[config.mk]
export PLATFORM = sky130hd
export DESIGN_NAME = sensor_log_record_packer
export DESIGN_NICKNAME = d
export VERILOG_FILES = /design/src/log_pack_pkg.sv /design/src/sensor_log_record_packer.sv
export SDC_FILE = /design/constraint.sdc
export NUM_CORES = 1
export LEC_CHECK = 0
export BUFFER_PORTS_ARGS = -buffer_cell sky130_fd_sc_hd__buf_4
export CAP_MARGIN = 40
export CORE_MARGIN = 8
export CORE_UTILIZATION = 52
export CTS_CLUSTER_DIAMETER = 80
export DETAILED_ROUTE_END_ITERATION = 10
export PLACE_DENSITY = 0.77
export SYNTH_ARGS = -nofsm -noshare
export SYNTH_HDL_FRONTEND = slang
export SYNTH_SLANG_ARGS = --single-unit
[constraint.sdc]
create_clock -name pclk -period 3.55 [get_ports pclk]
set_clock_uncertainty 0.2 [all_clocks]
set_input_delay 0.5325 -clock pclk [delete_from_list [all_inputs] [get_ports pclk]]
set_output_delay 0.5325 -clock pclk [all_outputs]
set_load 0.05 [all_outputs]
[src/log_pack_pkg.sv]
/*
 Constants for the sensor log record packer: register offsets, control
 and status field positions, reset values and memory bounds.
 Assumes a 32-bit APB register bus and an 8-bit block address space.
*/
package log_pack_pkg;
  localparam logic [7:0] REG_CTRL = 8'h00;
  localparam logic [7:0] REG_CFG = 8'h04;
  localparam logic [7:0] REG_STATUS = 8'h08;
  // Control register fields
  localparam int CTRL_START = 0;
  localparam int CTRL_OUTBAND = 1;
  localparam int CTRL_STOP = 2;
  localparam int CTRL_TEMP_ON = 4;
  localparam int CTRL_X_ON = 5;
  localparam int CTRL_Y_ON = 6;
  localparam int CTRL_IRQ_MODE = 7;
  localparam int CTRL_IRQ_MIN = 8;
  // Config register fields
  localparam int CFG_IRQ_SIZE = 0;
  localparam int CFG_LAST = 8;
  localparam int CFG_MINUTES = 16;
  // Status register fields
  localparam int ST_COUNT = 0;
  localparam int ST_TICK = 8;
  localparam int ST_ACTIVE = 16;
  localparam int ST_OVERFLOW = 17;
  localparam int ST_STARTED = 18;
  localparam int ST_OUTBAND = 19;
  localparam int ST_ALARM = 20;
  localparam int ST_IRQ_CNT = 24;
  localparam logic [8:0] CTRL_RESET = 9'h010;
  localparam logic [23:0] CFG_RESET = 24'h01_FF_04;
  // Base block of the logging region and top block of the address space
  localparam logic [7:0] LOG_BASE = 8'h1C;
  localparam logic [7:0] BLOCK_TOP = 8'hFF;
endpackage

[src/sensor_log_record_packer.sv]
/*
 Sensor log record packer: packs temperature, X, Y and tick bytes into
 32-bit blocks of the logging region, writes interrupt records, and
 polices radio-side access to the logging bank.
 Assumes an APB master, one sample strobe from the monitor engine, and
 a block write port into the nonvolatile array that accepts every
 strobe. Radio requests are decided one per cycle.
*/
// Overview of operation
// - Radio may only read logging bank blocks
// - Monitor always writes logging bank freely
// - Interrupt records start at block 1Ch
// - Record byte two holds interval minutes
// - Track X and Y extremes every phase
// - Data blocks run from area end to last
// - Keep 8-bit count of data blocks written
// - Temp only: four temps, oldest lowest
// - Temp and X: temp, X pairs
// - Temp, X, Y per block, top reserved
// - X only: four X, oldest lowest
// - X and Y: X, Y pairs
// - Outband temp only: temp, tick pairs
// - Outband with X/Y: temp, tick, X, Y
// - Tick counter counts every temp measurement
// - Tick stored only with a temperature
// - Tick overflow forces a zero-tick record
// - Reset clears count, flags and alarm
// - User region spans last plus one to FFh
// - Start clears the measurement count
// - Writing the last block stops logging
// - Outband bit selects limit-based logging only while temp is on
`timescale 1ns/1ps
module sensor_log_record_packer (
  input wire logic pclk,
  input wire logic presetn,
  input wire logic psel,
  input wire logic penable,
  input wire logic pwrite,
  input wire logic [7:0] paddr,
  input wire logic [31:0] pwdata,
  output logic [31:0] prdata,
  output logic pready,
  output logic pslverr,
  input wire logic sample_valid,
  input wire logic [7:0] temp_sample,
  input wire logic [7:0] x_sample,
  input wire logic [7:0] y_sample,
  input wire logic out_of_limit,
  input wire logic irq_sample,
  input wire logic irq_end,
  input wire logic rf_req,
  input wire logic rf_we,
  input wire logic [7:0] rf_addr,
  output logic rf_grant,
  output logic rf_reject,
  output logic rf_user,
  output logic mem_wr,
  output logic [7:0] mem_addr,
  output logic [31:0] mem_wdata,
  output logic limit_alarm_output
);
  logic [8:0] ctrl;
  logic [23:0] cfg;
  logic active, started, overflow;
  logic [7:0] measurement_count, measurement_tick_count, irq_cnt;
  logic [7:0] data_ptr, irq_extreme_x, irq_extreme_y;
  logic [31:0] stage;
  logic [1:0] slot;
  logic irq_seen;

  wire logic [7:0] irq_area_size = cfg[log_pack_pkg::CFG_IRQ_SIZE +: 8];
  wire logic [7:0] log_area_last_block = cfg[log_pack_pkg::CFG_LAST +: 8];
  wire logic [7:0] interval_minutes = cfg[log_pack_pkg::CFG_MINUTES +: 8];
  wire logic temperature_log_policy = ctrl[log_pack_pkg::CTRL_OUTBAND];
  wire logic temp_sensor_on = ctrl[log_pack_pkg::CTRL_TEMP_ON];
  wire logic port_x_on = ctrl[log_pack_pkg::CTRL_X_ON];
  wire logic port_y_on = ctrl[log_pack_pkg::CTRL_Y_ON];
  wire logic irq_mode = ctrl[log_pack_pkg::CTRL_IRQ_MODE];
  wire logic track_min = ctrl[log_pack_pkg::CTRL_IRQ_MIN];

  // APB decode; the answer comes one cycle into the access phase
  wire logic apb_acc = psel & penable & ~pready;
  wire logic hit_ctrl = paddr == log_pack_pkg::REG_CTRL;
  wire logic hit_cfg = paddr == log_pack_pkg::REG_CFG;
  wire logic hit_stat = paddr == log_pack_pkg::REG_STATUS;
  wire logic mapped = hit_ctrl | hit_cfg | hit_stat;
  wire logic wr_ctrl = apb_acc & pwrite & hit_ctrl;
  wire logic wr_cfg = apb_acc & pwrite & hit_cfg;
  wire logic start_cmd = wr_ctrl & pwdata[log_pack_pkg::CTRL_START];
  wire logic stop_cmd = wr_ctrl & pwdata[log_pack_pkg::CTRL_STOP];
  wire logic [31:0] status_word = {irq_cnt, 3'h0, limit_alarm_output,
    temperature_log_policy, started, overflow, active,
    measurement_tick_count, measurement_count};
  wire logic [31:0] next_prdata = hit_ctrl ? {23'h0, ctrl} :
    hit_cfg ? {8'h00, cfg} : hit_stat ? status_word : 32'h0000_0000;

  // Radio side: the logging bank is read-only whatever the locks say
  wire logic in_log = rf_addr >= log_pack_pkg::LOG_BASE &&
    rf_addr <= log_area_last_block;
  wire logic in_user = rf_addr > log_area_last_block &&
    rf_addr <= log_pack_pkg::BLOCK_TOP;

  // Measurement packing
  wire logic temp_meas = active & sample_valid & temp_sensor_on;
  wire logic [7:0] next_tick = measurement_tick_count + 8'h01;
  wire logic tick_wrap = next_tick == 8'h00;
  wire logic outband = temperature_log_policy & temp_sensor_on;
  wire logic temp_only = temp_sensor_on & ((~port_x_on & ~port_y_on) |
    irq_mode);
  wire logic keep = active & sample_valid &
    (~outband | out_of_limit | tick_wrap);
  logic [31:0] pack;
  logic [2:0] width;
  always_comb
  begin
    pack = {24'h00_0000, temp_sample};
    width = 3'd1;
    if (outband & temp_only)
    begin
      pack = {16'h0000, next_tick, temp_sample};
      width = 3'd2;
    end
    else if (outband)
    begin
      pack = {y_sample, x_sample, next_tick, temp_sample};
      width = 3'd4;
    end
    else if (temp_only)
    begin
      pack = {24'h00_0000, temp_sample};
      width = 3'd1;
    end
    else if (temp_sensor_on & port_x_on & ~port_y_on)
    begin
      pack = {16'h0000, x_sample, temp_sample};
      width = 3'd2;
    end
    else if (temp_sensor_on)
    begin
      pack = {8'h00, y_sample, x_sample, temp_sample};
      width = 3'd4;
    end
    else if (port_x_on & ~port_y_on)
    begin
      pack = {24'h00_0000, x_sample};
      width = 3'd1;
    end
    else if (port_x_on)
    begin
      pack = {16'h0000, y_sample, x_sample};
      width = 3'd2;
    end
    else
    begin
      pack = {24'h00_0000, y_sample};
      width = 3'd1;
    end
  end
  wire logic [31:0] merged = stage | (pack << {slot, 3'b000});
  wire logic [2:0] filled = {1'b0, slot} + width;
  wire logic block_done = keep & filled[2];
  wire logic last_write = block_done & (data_ptr == log_area_last_block);
  wire logic [7:0] data_first = log_pack_pkg::LOG_BASE + irq_area_size;
  wire logic irq_room = irq_cnt < irq_area_size;
  wire logic irq_write = irq_end & irq_seen & irq_room & ~block_done;
  wire logic [7:0] next_ex = (track_min ^ (x_sample > irq_extreme_x)) |
    ~irq_seen ? x_sample : irq_extreme_x;
  wire logic [7:0] next_ey = (track_min ^ (y_sample > irq_extreme_y)) |
    ~irq_seen ? y_sample : irq_extreme_y;

  always_ff @(posedge pclk or negedge presetn)
  begin
    if (!presetn)
    begin
      pready <= 1'b0;
      prdata <= 32'h0000_0000;
      pslverr <= 1'b0;
      ctrl <= log_pack_pkg::CTRL_RESET;
      cfg <= log_pack_pkg::CFG_RESET;
    end
    else
    begin
      pready <= apb_acc;
      pslverr <= apb_acc & ~mapped;
      prdata <= apb_acc & ~pwrite ? next_prdata : 32'h0000_0000;
      if (wr_ctrl)
        ctrl <= pwdata[8:0] & 9'h1F2;
      if (wr_cfg)
        cfg <= pwdata[23:0];
    end
  end

  always_ff @(posedge pclk or negedge presetn)
  begin
    if (!presetn)
    begin
      rf_grant <= 1'b0;
      rf_reject <= 1'b0;
      rf_user <= 1'b0;
    end
    else
    begin
      rf_grant <= rf_req & ~(rf_we & in_log);
      rf_reject <= rf_req & rf_we & in_log;
      rf_user <= rf_req & in_user;
    end
  end

  always_ff @(posedge pclk or negedge presetn)
  begin
    if (!presetn)
    begin
      active <= 1'b0;
      started <= 1'b0;
      overflow <= 1'b0;
      measurement_count <= 8'h00;
      measurement_tick_count <= 8'h00;
      limit_alarm_output <= 1'b0;
    end
    else if (start_cmd)
    begin
      active <= 1'b1;
      started <= 1'b1;
      overflow <= 1'b0;
      measurement_count <= 8'h00;
      measurement_tick_count <= 8'h00;
      limit_alarm_output <= 1'b0;
    end
    else
    begin
      if (stop_cmd | last_write)
        active <= 1'b0;
      if (last_write)
        overflow <= 1'b1;
      if (block_done)
        measurement_count <= measurement_count + 8'h01;
      if (temp_meas)
        measurement_tick_count <= next_tick;
      if (active & sample_valid & outband & out_of_limit)
        limit_alarm_output <= 1'b1;
    end
  end

  // Staging keeps partial blocks so the array sees whole words only
  always_ff @(posedge pclk or negedge presetn)
  begin
    if (!presetn)
    begin
      stage <= 32'h0000_0000;
      slot <= 2'b00;
      data_ptr <= log_pack_pkg::LOG_BASE;
      mem_wr <= 1'b0;
      mem_addr <= 8'h00;
      mem_wdata <= 32'h0000_0000;
    end
    else
    begin
      mem_wr <= block_done | irq_write;
      if (start_cmd)
      begin
        stage <= 32'h0000_0000;
        slot <= 2'b00;
        data_ptr <= data_first;
      end
      else if (block_done)
      begin
        stage <= 32'h0000_0000;
        slot <= 2'b00;
        data_ptr <= data_ptr + 8'h01;
        mem_addr <= data_ptr;
        mem_wdata <= merged;
      end
      else if (keep)
      begin
        stage <= merged;
        slot <= filled[1:0];
      end
      if (irq_write)
      begin
        mem_addr <= log_pack_pkg::LOG_BASE + irq_cnt;
        mem_wdata <= {measurement_count, interval_minutes,
          irq_extreme_y, irq_extreme_x};
      end
    end
  end

  // A record that collides with a data block waits for the next irq_end
  always_ff @(posedge pclk or negedge presetn)
  begin
    if (!presetn)
    begin
      irq_cnt <= 8'h00;
      irq_seen <= 1'b0;
      irq_extreme_x <= 8'h00;
      irq_extreme_y <= 8'h00;
    end
    else if (start_cmd)
    begin
      irq_cnt <= 8'h00;
      irq_seen <= 1'b0;
    end
    else
    begin
      if (irq_write | (irq_end & ~irq_room))
        irq_seen <= 1'b0;
      else if (active & irq_sample)
        irq_seen <= 1'b1;
      if (irq_write)
        irq_cnt <= irq_cnt + 8'h01;
      if (active & irq_sample)
      begin
        irq_extreme_x <= next_ex;
        irq_extreme_y <= next_ey;
      end
    end
  end
endmodule // sensor_log_record_packer

# == Word-level counts from Yosys, hierarchy flattened ==
# Index checks and enable logic that the tools add are counted.
# op_classes
n_reduce_logical,16
bitwise_logic,57
shift,1
n_eq_ne,4
n_mux,47
add_sub_neg,7
order_cmp,7
# op_table
op,count
2-to-1 mux 32 bit,12
2-to-1 mux 8 bit,11
2-to-1 mux 24 bit,3
bitwise AND 1 bit,33
"adder 8 x 1 -> 8 bit, second input constant",4
2-to-1 mux 16 bit,2
OR 32 bit,1
left shift 32 x 5 -> 32 bit,1
> comparator 8 bit,3
"adder 5 x 8 -> 8 bit, first input constant",2
zero test 8 bit,2
2-to-1 mux 3 bit,5
nonzero test 2 bit,7
inverter 1 bit,11
2-to-1 mux 2 bit,5
OR 1 bit,10
2-to-1 mux 1 bit,9
"== test 8 x 3 -> 1 bit, second input constant",1
"== test 8 x 4 -> 1 bit, second input constant",1
== test 8 bit,1
"greater-or-equal comparator 8 x 5 -> 1 bit, second input constant",1
less-or-equal comparator 8 bit,1
"less-or-equal comparator 8 bit, second input constant",1
less-than comparator 8 bit,1
7 further kinds,11
# word_totals
register_bits,195

# == Logic depth before layout (Yosys ltp) ==
# Gate-level depths: netlist of run 1.
# depth
depth_word,15
mapped_depth,14
mapped_depth_nobuf,11

# == Worst setup path after synthesis of run 1 ==
# Ideal clock, no wire load.
# synth_timing
path_type,register to register
from,register ctrl[4]
to,register mem_wdata[10]
setup_time_ns,0.127
synth_period_minus_slack_ns,3.643
stages_incl_launch_ff,13
slack_ns,-0.093
required_ns,3.223
arrival_ns,3.316
path_cell_list,dfstp_2 > clkbuf_1 > clkbuf_1 > o22ai_1 > ha_1 > fa_1 > or3_1 > a21oi_1 > a31oi_4 > mux2i_2 > buf_2 > a222oi_1 > inv_1
# synth_between
elab_chain_len,12
elab_cells_between_ends,31
classes_between,add/sub: 1; eq/ne: 1; shift: 1; mux: 13; bitwise: 13; reduce/logical: 2
# synth_rtl
item,line_no,text
from (decl),sensor_log_record_packer.sv:62,logic [8:0] ctrl;
from (signal assigned),sensor_log_record_packer.sv:178,ctrl <= log_pack_pkg::CTRL_RESET;
from (signal assigned),sensor_log_record_packer.sv:187,ctrl <= pwdata[8:0] & 9'h1F2;
bitwise AND 1 bit (2 in a row),sensor_log_record_packer.sv:133,else if (temp_sensor_on & port_x_on & ~port_y_on)
2-to-1 mux 3 bit,sensor_log_record_packer.sv:133,
2-to-1 mux 3 bit,sensor_log_record_packer.sv:128,else if (temp_only)
2-to-1 mux 3 bit,sensor_log_record_packer.sv:123,else if (outband)
2-to-1 mux 3 bit,sensor_log_record_packer.sv:118,if (outband & temp_only)
adder 2 x 3 -> 3 bit,sensor_log_record_packer.sv:160,"wire logic [2:0] filled = {1'b0, slot} + width;"
bitwise AND 1 bit,sensor_log_record_packer.sv:161,wire logic block_done = keep & filled[2];
inverter 1 bit,sensor_log_record_packer.sv:165,wire logic irq_write = irq_end & irq_seen & irq_room & ~block_done;
bitwise AND 1 bit,sensor_log_record_packer.sv:165,
inequality test 2 x 1 -> 1 bit (no source line) or nonzero test 2 bit (tied branches),--,
AND reduction 2 bit (no source line),--,
to (signal assigned),sensor_log_record_packer.sv:271,mem_wdata <= merged;
to (signal assigned),sensor_log_record_packer.sv:281,"mem_wdata <= {measurement_count, interval_minutes,"
to (decl),sensor_log_record_packer.sv:59,"output logic [31:0] mem_wdata,"
# Parallel ways exist; a longest one is shown, timed or not. The select of a mux whose other input is x is not followed.
# A chain may end at the register's enable or synchronous reset.

# == Worst setup path in the final report of run 1 ==
# layout_timing
from,register ctrl[6]
to,register mem_wdata[25]
# layout_between
elab_chain_len,14
elab_cells_between_ends,31
classes_between,add/sub: 1; eq/ne: 1; shift: 1; mux: 15; bitwise: 11; reduce/logical: 2
# layout_rtl
item,line_no,text
inverter 1 bit (*),"sensor_log_record_packer.sv:108, sensor_log_record_packer.sv:133, sensor_log_record_packer.sv:143",
bitwise AND 1 bit,sensor_log_record_packer.sv:143,else if (port_x_on & ~port_y_on)
2-to-1 mux 2 bit,sensor_log_record_packer.sv:143,
2-to-1 mux 3 bit,sensor_log_record_packer.sv:138,else if (temp_sensor_on)
2-to-1 mux 3 bit,sensor_log_record_packer.sv:133,
2-to-1 mux 3 bit,sensor_log_record_packer.sv:128,
2-to-1 mux 3 bit,sensor_log_record_packer.sv:123,
2-to-1 mux 3 bit,sensor_log_record_packer.sv:118,
adder 2 x 3 -> 3 bit,sensor_log_record_packer.sv:160,
bitwise AND 1 bit,sensor_log_record_packer.sv:161,
inverter 1 bit,sensor_log_record_packer.sv:165,
bitwise AND 1 bit,sensor_log_record_packer.sv:165,
inequality test 2 x 1 -> 1 bit (no source line) or nonzero test 2 bit (tied branches),--,
AND reduction 2 bit (no source line),--,
# Every way passes the cells marked *; elsewhere a longest branch is shown, timed or not. The select of a mux whose other input is x is not followed.

==> summary.txt, run 1 <==
Outcome
  – Status: finished, final reports clean

Die
  – Core Area: 19300 µm²
  – Vert. Die Dim: around 160 µm
  – IO Pins: around 160
  – Full die area: around 24000 µm²
  – Site Rows: 51
  – Initial Util: 0.526
  – Chip Width: roughly 160 µm

CTS
  – CTS Buf Count: 17
  – Clk pin slew, worst setup/hold paths: 70 ps
  – H-tree Lvls: 4
  – Clk_lat worst skew: around 440 ps
  – Root Driver: clkbuf_16
  – TritonCTS clock tree: yes
  – Clk sinks: just under 200
  – Bufs on Longest Clock Path: 2

Timing
  – Fmax: around 300 MHz
  – Final Cycle Share: 0.918
  – Endpoints failing setup: 0
  – Hold Fails Final Rpt: 0
  – RSZ-0062 raised after global routing: false
  – Worst-Margin Slew: 710 ps
  – Fin Hold WS: 109 ps
  – Slew margin rel.: 0.521
  – Max Slew Vio Count: 0
  – Post-layout min period: ~3300 ps

Placed design
  – Routability congestion estimate: 0.949
  – PortBufs: approximately 150
  – Post-DP HPWL: between 20 and 25 mm

Detailed routing
  – Vias: a little under 9000
  – Initial DRC Count: between 1000 and 1500
  – Vias per std cell: approximately 6
  – Residual DRC: 0
  – Final ANT Viol Nets: 0
  – Wire per inst: around 21 µm
  – Total wire length: roughly 30 mm
  – DR pass1 iterations: 7

Critical path
  – Max FO, Critical Path: 26
  – Critical Path Sink Type: flip-flop
  – Setup CP Type: flip-flop to flip-flop
  – Worst Path Arrival: roughly 3400 ps
  – Required @ worst endpoint: 3680 ps
  – Cells on worst reg2reg path: 12
  – Startpoint Class: flip-flop

Pwr
  – Pwr/cell area: around 370 nW/µm²
  – Leak: 5.96 nW
  – Peak supply drop: roughly 0.0003 V

Global route
  – GRT Total Usage: 0.253
  – Antenna violations before repair: 0
  – Largest net degree at the start of global routing: 75
  – Vias in the first global route: ~8500
  – First-pass GRT wire length: approximately 47 mm
  – GRT overflow: 0

Flow run
  – Max Cap Violations: 0

Yosys
  – Synth top area share: 0.446
  – #FFs+latches synth: 195
  – Register area share after synthesis: 0.482
  – Ys flop type: dfrtp_1
  – Post-synth EDFFs: 0
  – Cell variety after synth: 61
  – Post-synth top area cell: dfrtp_1
  – Yosys warnings: 0
  – Cells after Synth: 1000
  – Syn_nets: around 1100
  – Synth top area cells: dfrtp_1 45%, mux2_2 5.1%, ha_1 4.8%, dfstp_2 3.6%, nor2_1 3.6%
  – Avg Inst Size Synth: between 10 and 15 µm²
  – Fraction of registers with async set or reset after synthesis: 1.00
  – Cell area after synthesis: 10200 µm²

Finish
  – Diode count: 0
  – Synth-to-layout area growth: 22.2%
  – Final core utilization: 0.643
  – Final Net Count: between 1000 and 1500
  – Layout cells sized above 1: 0.263

Min path
  – Hold depth: 2
  – Worst hold path type: input port to flip-flop
layout by cell type (no fill, tap or decap), types with 9 or more instances in the layout:
| cell | instances |
|---|---|
| a21o_1 | 14 |
| a21oi_1 | 48 |
| a221o_1 | 10 |
| a222oi_1 | 13 |
| a22o_1 | 19 |
| a22oi_1 | 27 |
| and3_1 | 17 |
| buf_4 | 192 |
| clkbuf_16 | 17 |
| dfrtp_1 | 181 |
| dfstp_2 | 14 |
| ha_1 | 39 |
| inv_1 | 61 |
| mux2_2 | 46 |
| mux2i_1 | 20 |
| nand2_1 | 60 |
| nand3_1 | 21 |
| nand4_1 | 14 |
| nor2_1 | 97 |
| nor3_1 | 25 |
| o21ai_0 | 37 |
| o221ai_1 | 12 |
| o2bb2ai_1 | 20 |
| or3_1 | 9 |
| xnor2_1 | 29 |
| xor2_1 | 11 |
path summary, 6_finish.rpt:
| kind | slack [ps] | start | endpoint |
|---|---|---|---|
| max | 290 | ctrl[6]$_DFFE_PN0P_ | mem_wdata[25]$_DFFE_PN0P_ |
| min | 110 | irq_end | irq_seen$_DFFE_PN0P_ |
| max reg2reg | 290 | ctrl[6]$_DFFE_PN0P_ | mem_wdata[25]$_DFFE_PN0P_ |
| min reg2reg | 270 | started$_DFFE_PN0P_ | started$_DFFE_PN0P_ |
| max in group asynchronous | 1790 | presetn | mem_wdata[24]$_DFFE_PN0P_ |
| min in group asynchronous | 480 | presetn | irq_cnt[5]$_DFFE_PN0P_ |
worst max-delay path, cell delays in order, from the launching register on:
cell     delay (ps)
dfrtp_1         390
nor2_1           90
o21a_1          160
o21ai_0         160
o21ai_1         130
fa_2            380
or3_4           430
a21oi_4         150
a31oi_4         130
buf_12          190
and2_1          180
buf_6           180
a221o_1         350
per-layer routing:
metal	vias to the layer above	global-route usage	routed length, µm
met5	-	0	0
met4	0	0.105	937
met3	63	0.0540	2520
met2	413	0.398	14300
met1	4224	0.333	12500
li1	3964	-	-
sequential cells by signal, summed over array words and instances, names as in the netlist, 2 cells and up:
register,count
stage,32
irq_extreme_x,8
mem_wdata,32
mem_addr,8
irq_extreme_y,8
prdata,32
slot,2
irq_cnt,8
measurement_count,8
ctrl,6
measurement_tick_count,8
data_ptr,8
cfg,24
layout make-up:
type	instances	area (µm²)
Clock buffer	19	453
Clock inverter	13	123
Fill cell	1543	6910
Inverter	62	233
Multi-Input combinational cell	686	4840
Sequential cell	195	4900
Tap cell	265	332
Timing Repair Buffer	198	1540
what timing repair did:
| action | 4_1_cts | 5_1_grt |
|---|---|---|
| hold buffers | 1 | 0 |
| setup buffers | 0 | 2 |
| endpoints found under the hold margin | 69 | 0 |
| endpoints found under the setup margin | 0 | 57 |
| gates resized for setup | 0 | 11 |
cell usage after synthesis, drive strengths merged, types with 22 or more instances:
| cell type | n |
|---|---|
| nand2 | 60 |
| dfrtp | 181 |
| a21oi | 50 |
| inv | 62 |
| o21ai | 39 |
| nand3 | 22 |
| a22oi | 27 |
| nor2 | 98 |
| clkbuf | 40 |
| xnor2 | 29 |
| mux2 | 46 |
| nor3 | 26 |
| ha | 39 |
logic make-up after synthesis:
family | synth area share
AOI/OAI and AO/OA | 0.185
adders and majority gates | 0.0500
buffers and inverters | 0.0458
and+or+nand+nor | 0.131
DFF | 0.482
xor gates and xnor gates | 0.0345
muxes | 0.0720
per-stage QoR:
step	setup WS [ps]	instances	setup TNS (ps)	cell area, µm²	total power (W)
4_1_cts	0.551	1436	0	12400	0.00465
2_1_floorplan	86.3	1000	0	10200	0.00254
5_1_grt	55.3	1438	0	12400	0.00480
6_report	291	1438	0	12400	0.00463
3_3_place_gp	-151	1402	-2800	11800	0.00274
3_5_place_dp	25.9	1403	0	11800	0.00276
where the power goes:
group	internal (W)	total, W	switching (W)	leakage (nW)
Combinational	0.000172	0.000436	0.000263	3.03
Sequential	0.00226	0.00229	0.0000261	2.65
Clock	0.00102	0.00191	0.000897	0.279
Note: power is estimated with default switching activity, not from simulation.
==> inputs of run 2 (changes only) <==
--- a/config.mk
+++ b/config.mk
@@ -8,10 +8,10 @@
 export BUFFER_PORTS_ARGS = -buffer_cell sky130_fd_sc_hd__buf_4
 export CAP_MARGIN = 40
 export CORE_MARGIN = 8
-export CORE_UTILIZATION = 52
+export CORE_UTILIZATION = 60
 export CTS_CLUSTER_DIAMETER = 80
 export DETAILED_ROUTE_END_ITERATION = 10
-export PLACE_DENSITY = 0.77
+export PLACE_DENSITY = 0.84
 export SYNTH_ARGS = -nofsm -noshare
 export SYNTH_HDL_FRONTEND = slang
 export SYNTH_SLANG_ARGS = --single-unit
==> constraint.sdc (replaced) <==
create_clock -name pclk -period 3.9 [get_ports pclk]
set_clock_uncertainty 0.2 [all_clocks]
set_input_delay 0.585 -clock pclk [delete_from_list [all_inputs] [get_ports pclk]]
set_output_delay 0.585 -clock pclk [all_outputs]
set_load 0.05 [all_outputs]
==> run 2 against run 1 <==
  * The flow now finishes with violations (hold timing)
  * Clock power shrank 5%
  * Register-to-register slack lost 60 ps
  * Routed wire length is essentially flat
  * Combinational power shrank 8.7%
  * Fmax shrank 11%
  * Setup slack lost 60 ps
  * First-iteration DRC count grew 8.2%
  * Final area shrank 1.3%
  * Worst hold slack lost 120 ps
  * Critical path depth grew 1
  * Clock-buffer cell count shrank 1
  * Final cell count shrank 4.1%
  * Largest power group unchanged
  * Highest routed layer unchanged
==> summary.txt, run 2 (synthesis results as in run 1) <==
CTS
  – Post-CTS Setup Inserts: 0
  – Hold buffer count at CTS: 0
  – Clk sinks: 195
  – Clk_lat worst skew: 440 ps
  – Root Driver: clkbuf_16
  – Clk pin slew, worst setup/hold paths: roughly 80 ps
  – Bufs on Longest Clock Path: 2
  – H-tree Lvls: 4
  – # resized after CTS: 0
  – CTS Buf Count: 17
  – TritonCTS clock tree: yes

Die
  – Full die area: about 21000 µm²
  – Core Area: approximately 17000 µm²
  – Initial Util: 0.613
  – Vert. Die Dim: ~150 µm
  – IO Pins: roughly 160
  – Site Rows: 47
  – Chip Width: roughly 150 µm

Pwr
  – Pwr/cell area: around 350 nW/µm²
  – Final Total Pwr: roughly 0.0043 W
  – Leak: roughly 5.9 nW
  – Peak supply drop: between 0.0003 and 0.0004 V

Outcome
  – Failing checks: hold timing
  – Status: finished, violations left

Global route
  – Antenna violations before repair: 0
  – Largest net degree at the start of global routing: 92
  – GRT Total Usage: 0.284
  – GRT overflow: 0
  – First-pass GRT wire length: 48.2 mm
  – Vias in the first global route: 8901

Critical path
  – Setup CP Type: flip-flop to flip-flop
  – Worst Path Arrival: 3840 ps
  – Max FO, Critical Path: 26
  – Critical Path Sink Type: flip-flop
  – Startpoint Class: flip-flop
  – Required @ worst endpoint: roughly 4100 ps

Detailed routing
  – Total wire length: approximately 30 mm
  – Vias: slightly below 9000
  – Wire per inst: ~22 µm
  – Initial DRC Count: between 1000 and 1500
  – Vias per std cell: around 6.3
  – DR pass1 iterations: 7
  – Final ANT Viol Nets: 0
  – Residual DRC: 0

Timing
  – RSZ-0062 raised after global routing: false
  – Setup TNS: 0 ps
  – Hold Fails Final Rpt: 7
  – Worst-Margin Slew: 757 ps
  – Fin Hold WS: -13.7 ps
  – Fmax: 273 MHz
  – Crit path setup slack, layout: approximately 230 ps
  – Max Slew Vio Count: 0
  – Slew margin rel.: 0.495
  – Endpoints failing setup: 0
  – Final Cycle Share: 0.941
  – Post-layout min period: around 3700 ps

Finish
  – Diode count: 0
  – Final core utilization: 0.740
  – Most common cell after layout, fill and taps aside: dfrtp_1
  – Layout cells sized above 1: 0.251
  – Final Net Count: 1269
  – Synth-to-layout area growth: 20.7%
  – Most frequent cells in the layout: 181 x dfrtp_1, 180 x buf_4, 97 x nor2_1
  – Largest registers: mem_wdata: 32 flops, prdata: 32 flops, stage: 32 flops

Placed design
  – Post-DP HPWL: roughly 22 mm
  – Routability congestion estimate: roughly 0.96
  – PortBufs: roughly 150
  – Setup WS pre-CTS: about 260 ps

Min path
  – Worst hold path type: input port to asynchronous set/reset pin

Flow run
  – Max Cap Violations: 0
-- run 2: layer usage --
metal	share of wire	track usage	up-vias
li1	-	-	3913
met4	0.027	0.107	0
met3	0.11	0.0766	62
met5	0	0	-
met1	0.38	0.364	4263
met2	0.48	0.453	495
-- run 2: cell type report --
class	count	area [µm²]
flip-flops and latches	195	4900
multi-input cells	686	4820
fillers	1179	4320
repair buffers	184	1440
clock buffers	18	439
well taps	220	275
inverters	62	233
clock inverters	14	161
-- run 2: stage by stage --
stage | std cells | area [µm²]
6_report | 1379 | 12300
5_1_grt | 1379 | 12300
4_1_cts | 1379 | 12300
3_5_place_dp | 1347 | 11700
3_3_place_gp | 1345 | 11600
2_1_floorplan | 1000 | 10200
-- run 2: final timing paths --
kind / from / to / slack [ps] / depth (start not counted)
setup reg to reg: ctrl[5]$_DFFE_PN0P_ / mem_wdata[19]$_DFFE_PN0P_ / 230 / 13
hold / removal: presetn / prdata[30]$_DFF_PN0_ / -10 / 1
max in group asynchronous: presetn / prdata[28]$_DFF_PN0_ / 2620 / 2
hold reg to reg: started$_DFFE_PN0P_ / started$_DFFE_PN0P_ / 280 / 1
min in group pclk: irq_end / irq_seen$_DFFE_PN0P_ / 150 / 2
setup / recovery: ctrl[5]$_DFFE_PN0P_ / mem_wdata[19]$_DFFE_PN0P_ / 230 / 13
-- run 2: power by group --
group,internal [W],switching (W),total [W]
combinational,0.000155,0.000243,0.000398
clock,0.000982,0.000825,0.00181
sequential,0.00206,0.0000248,0.00208
-- run 2: critical path, stage by stage, from the launching register on --
cell and delay [ps]:
dfrtp_1 450, nor2_1 120, o21a_1 180, o21ai_0 150
o21ai_0 140, fa_1 420, or3_1 420, a21oi_1 250
a31oi_4 140, buf_4 250, nand2b_1 300, buf_4 280
nor2_1 150, a221o_1 130
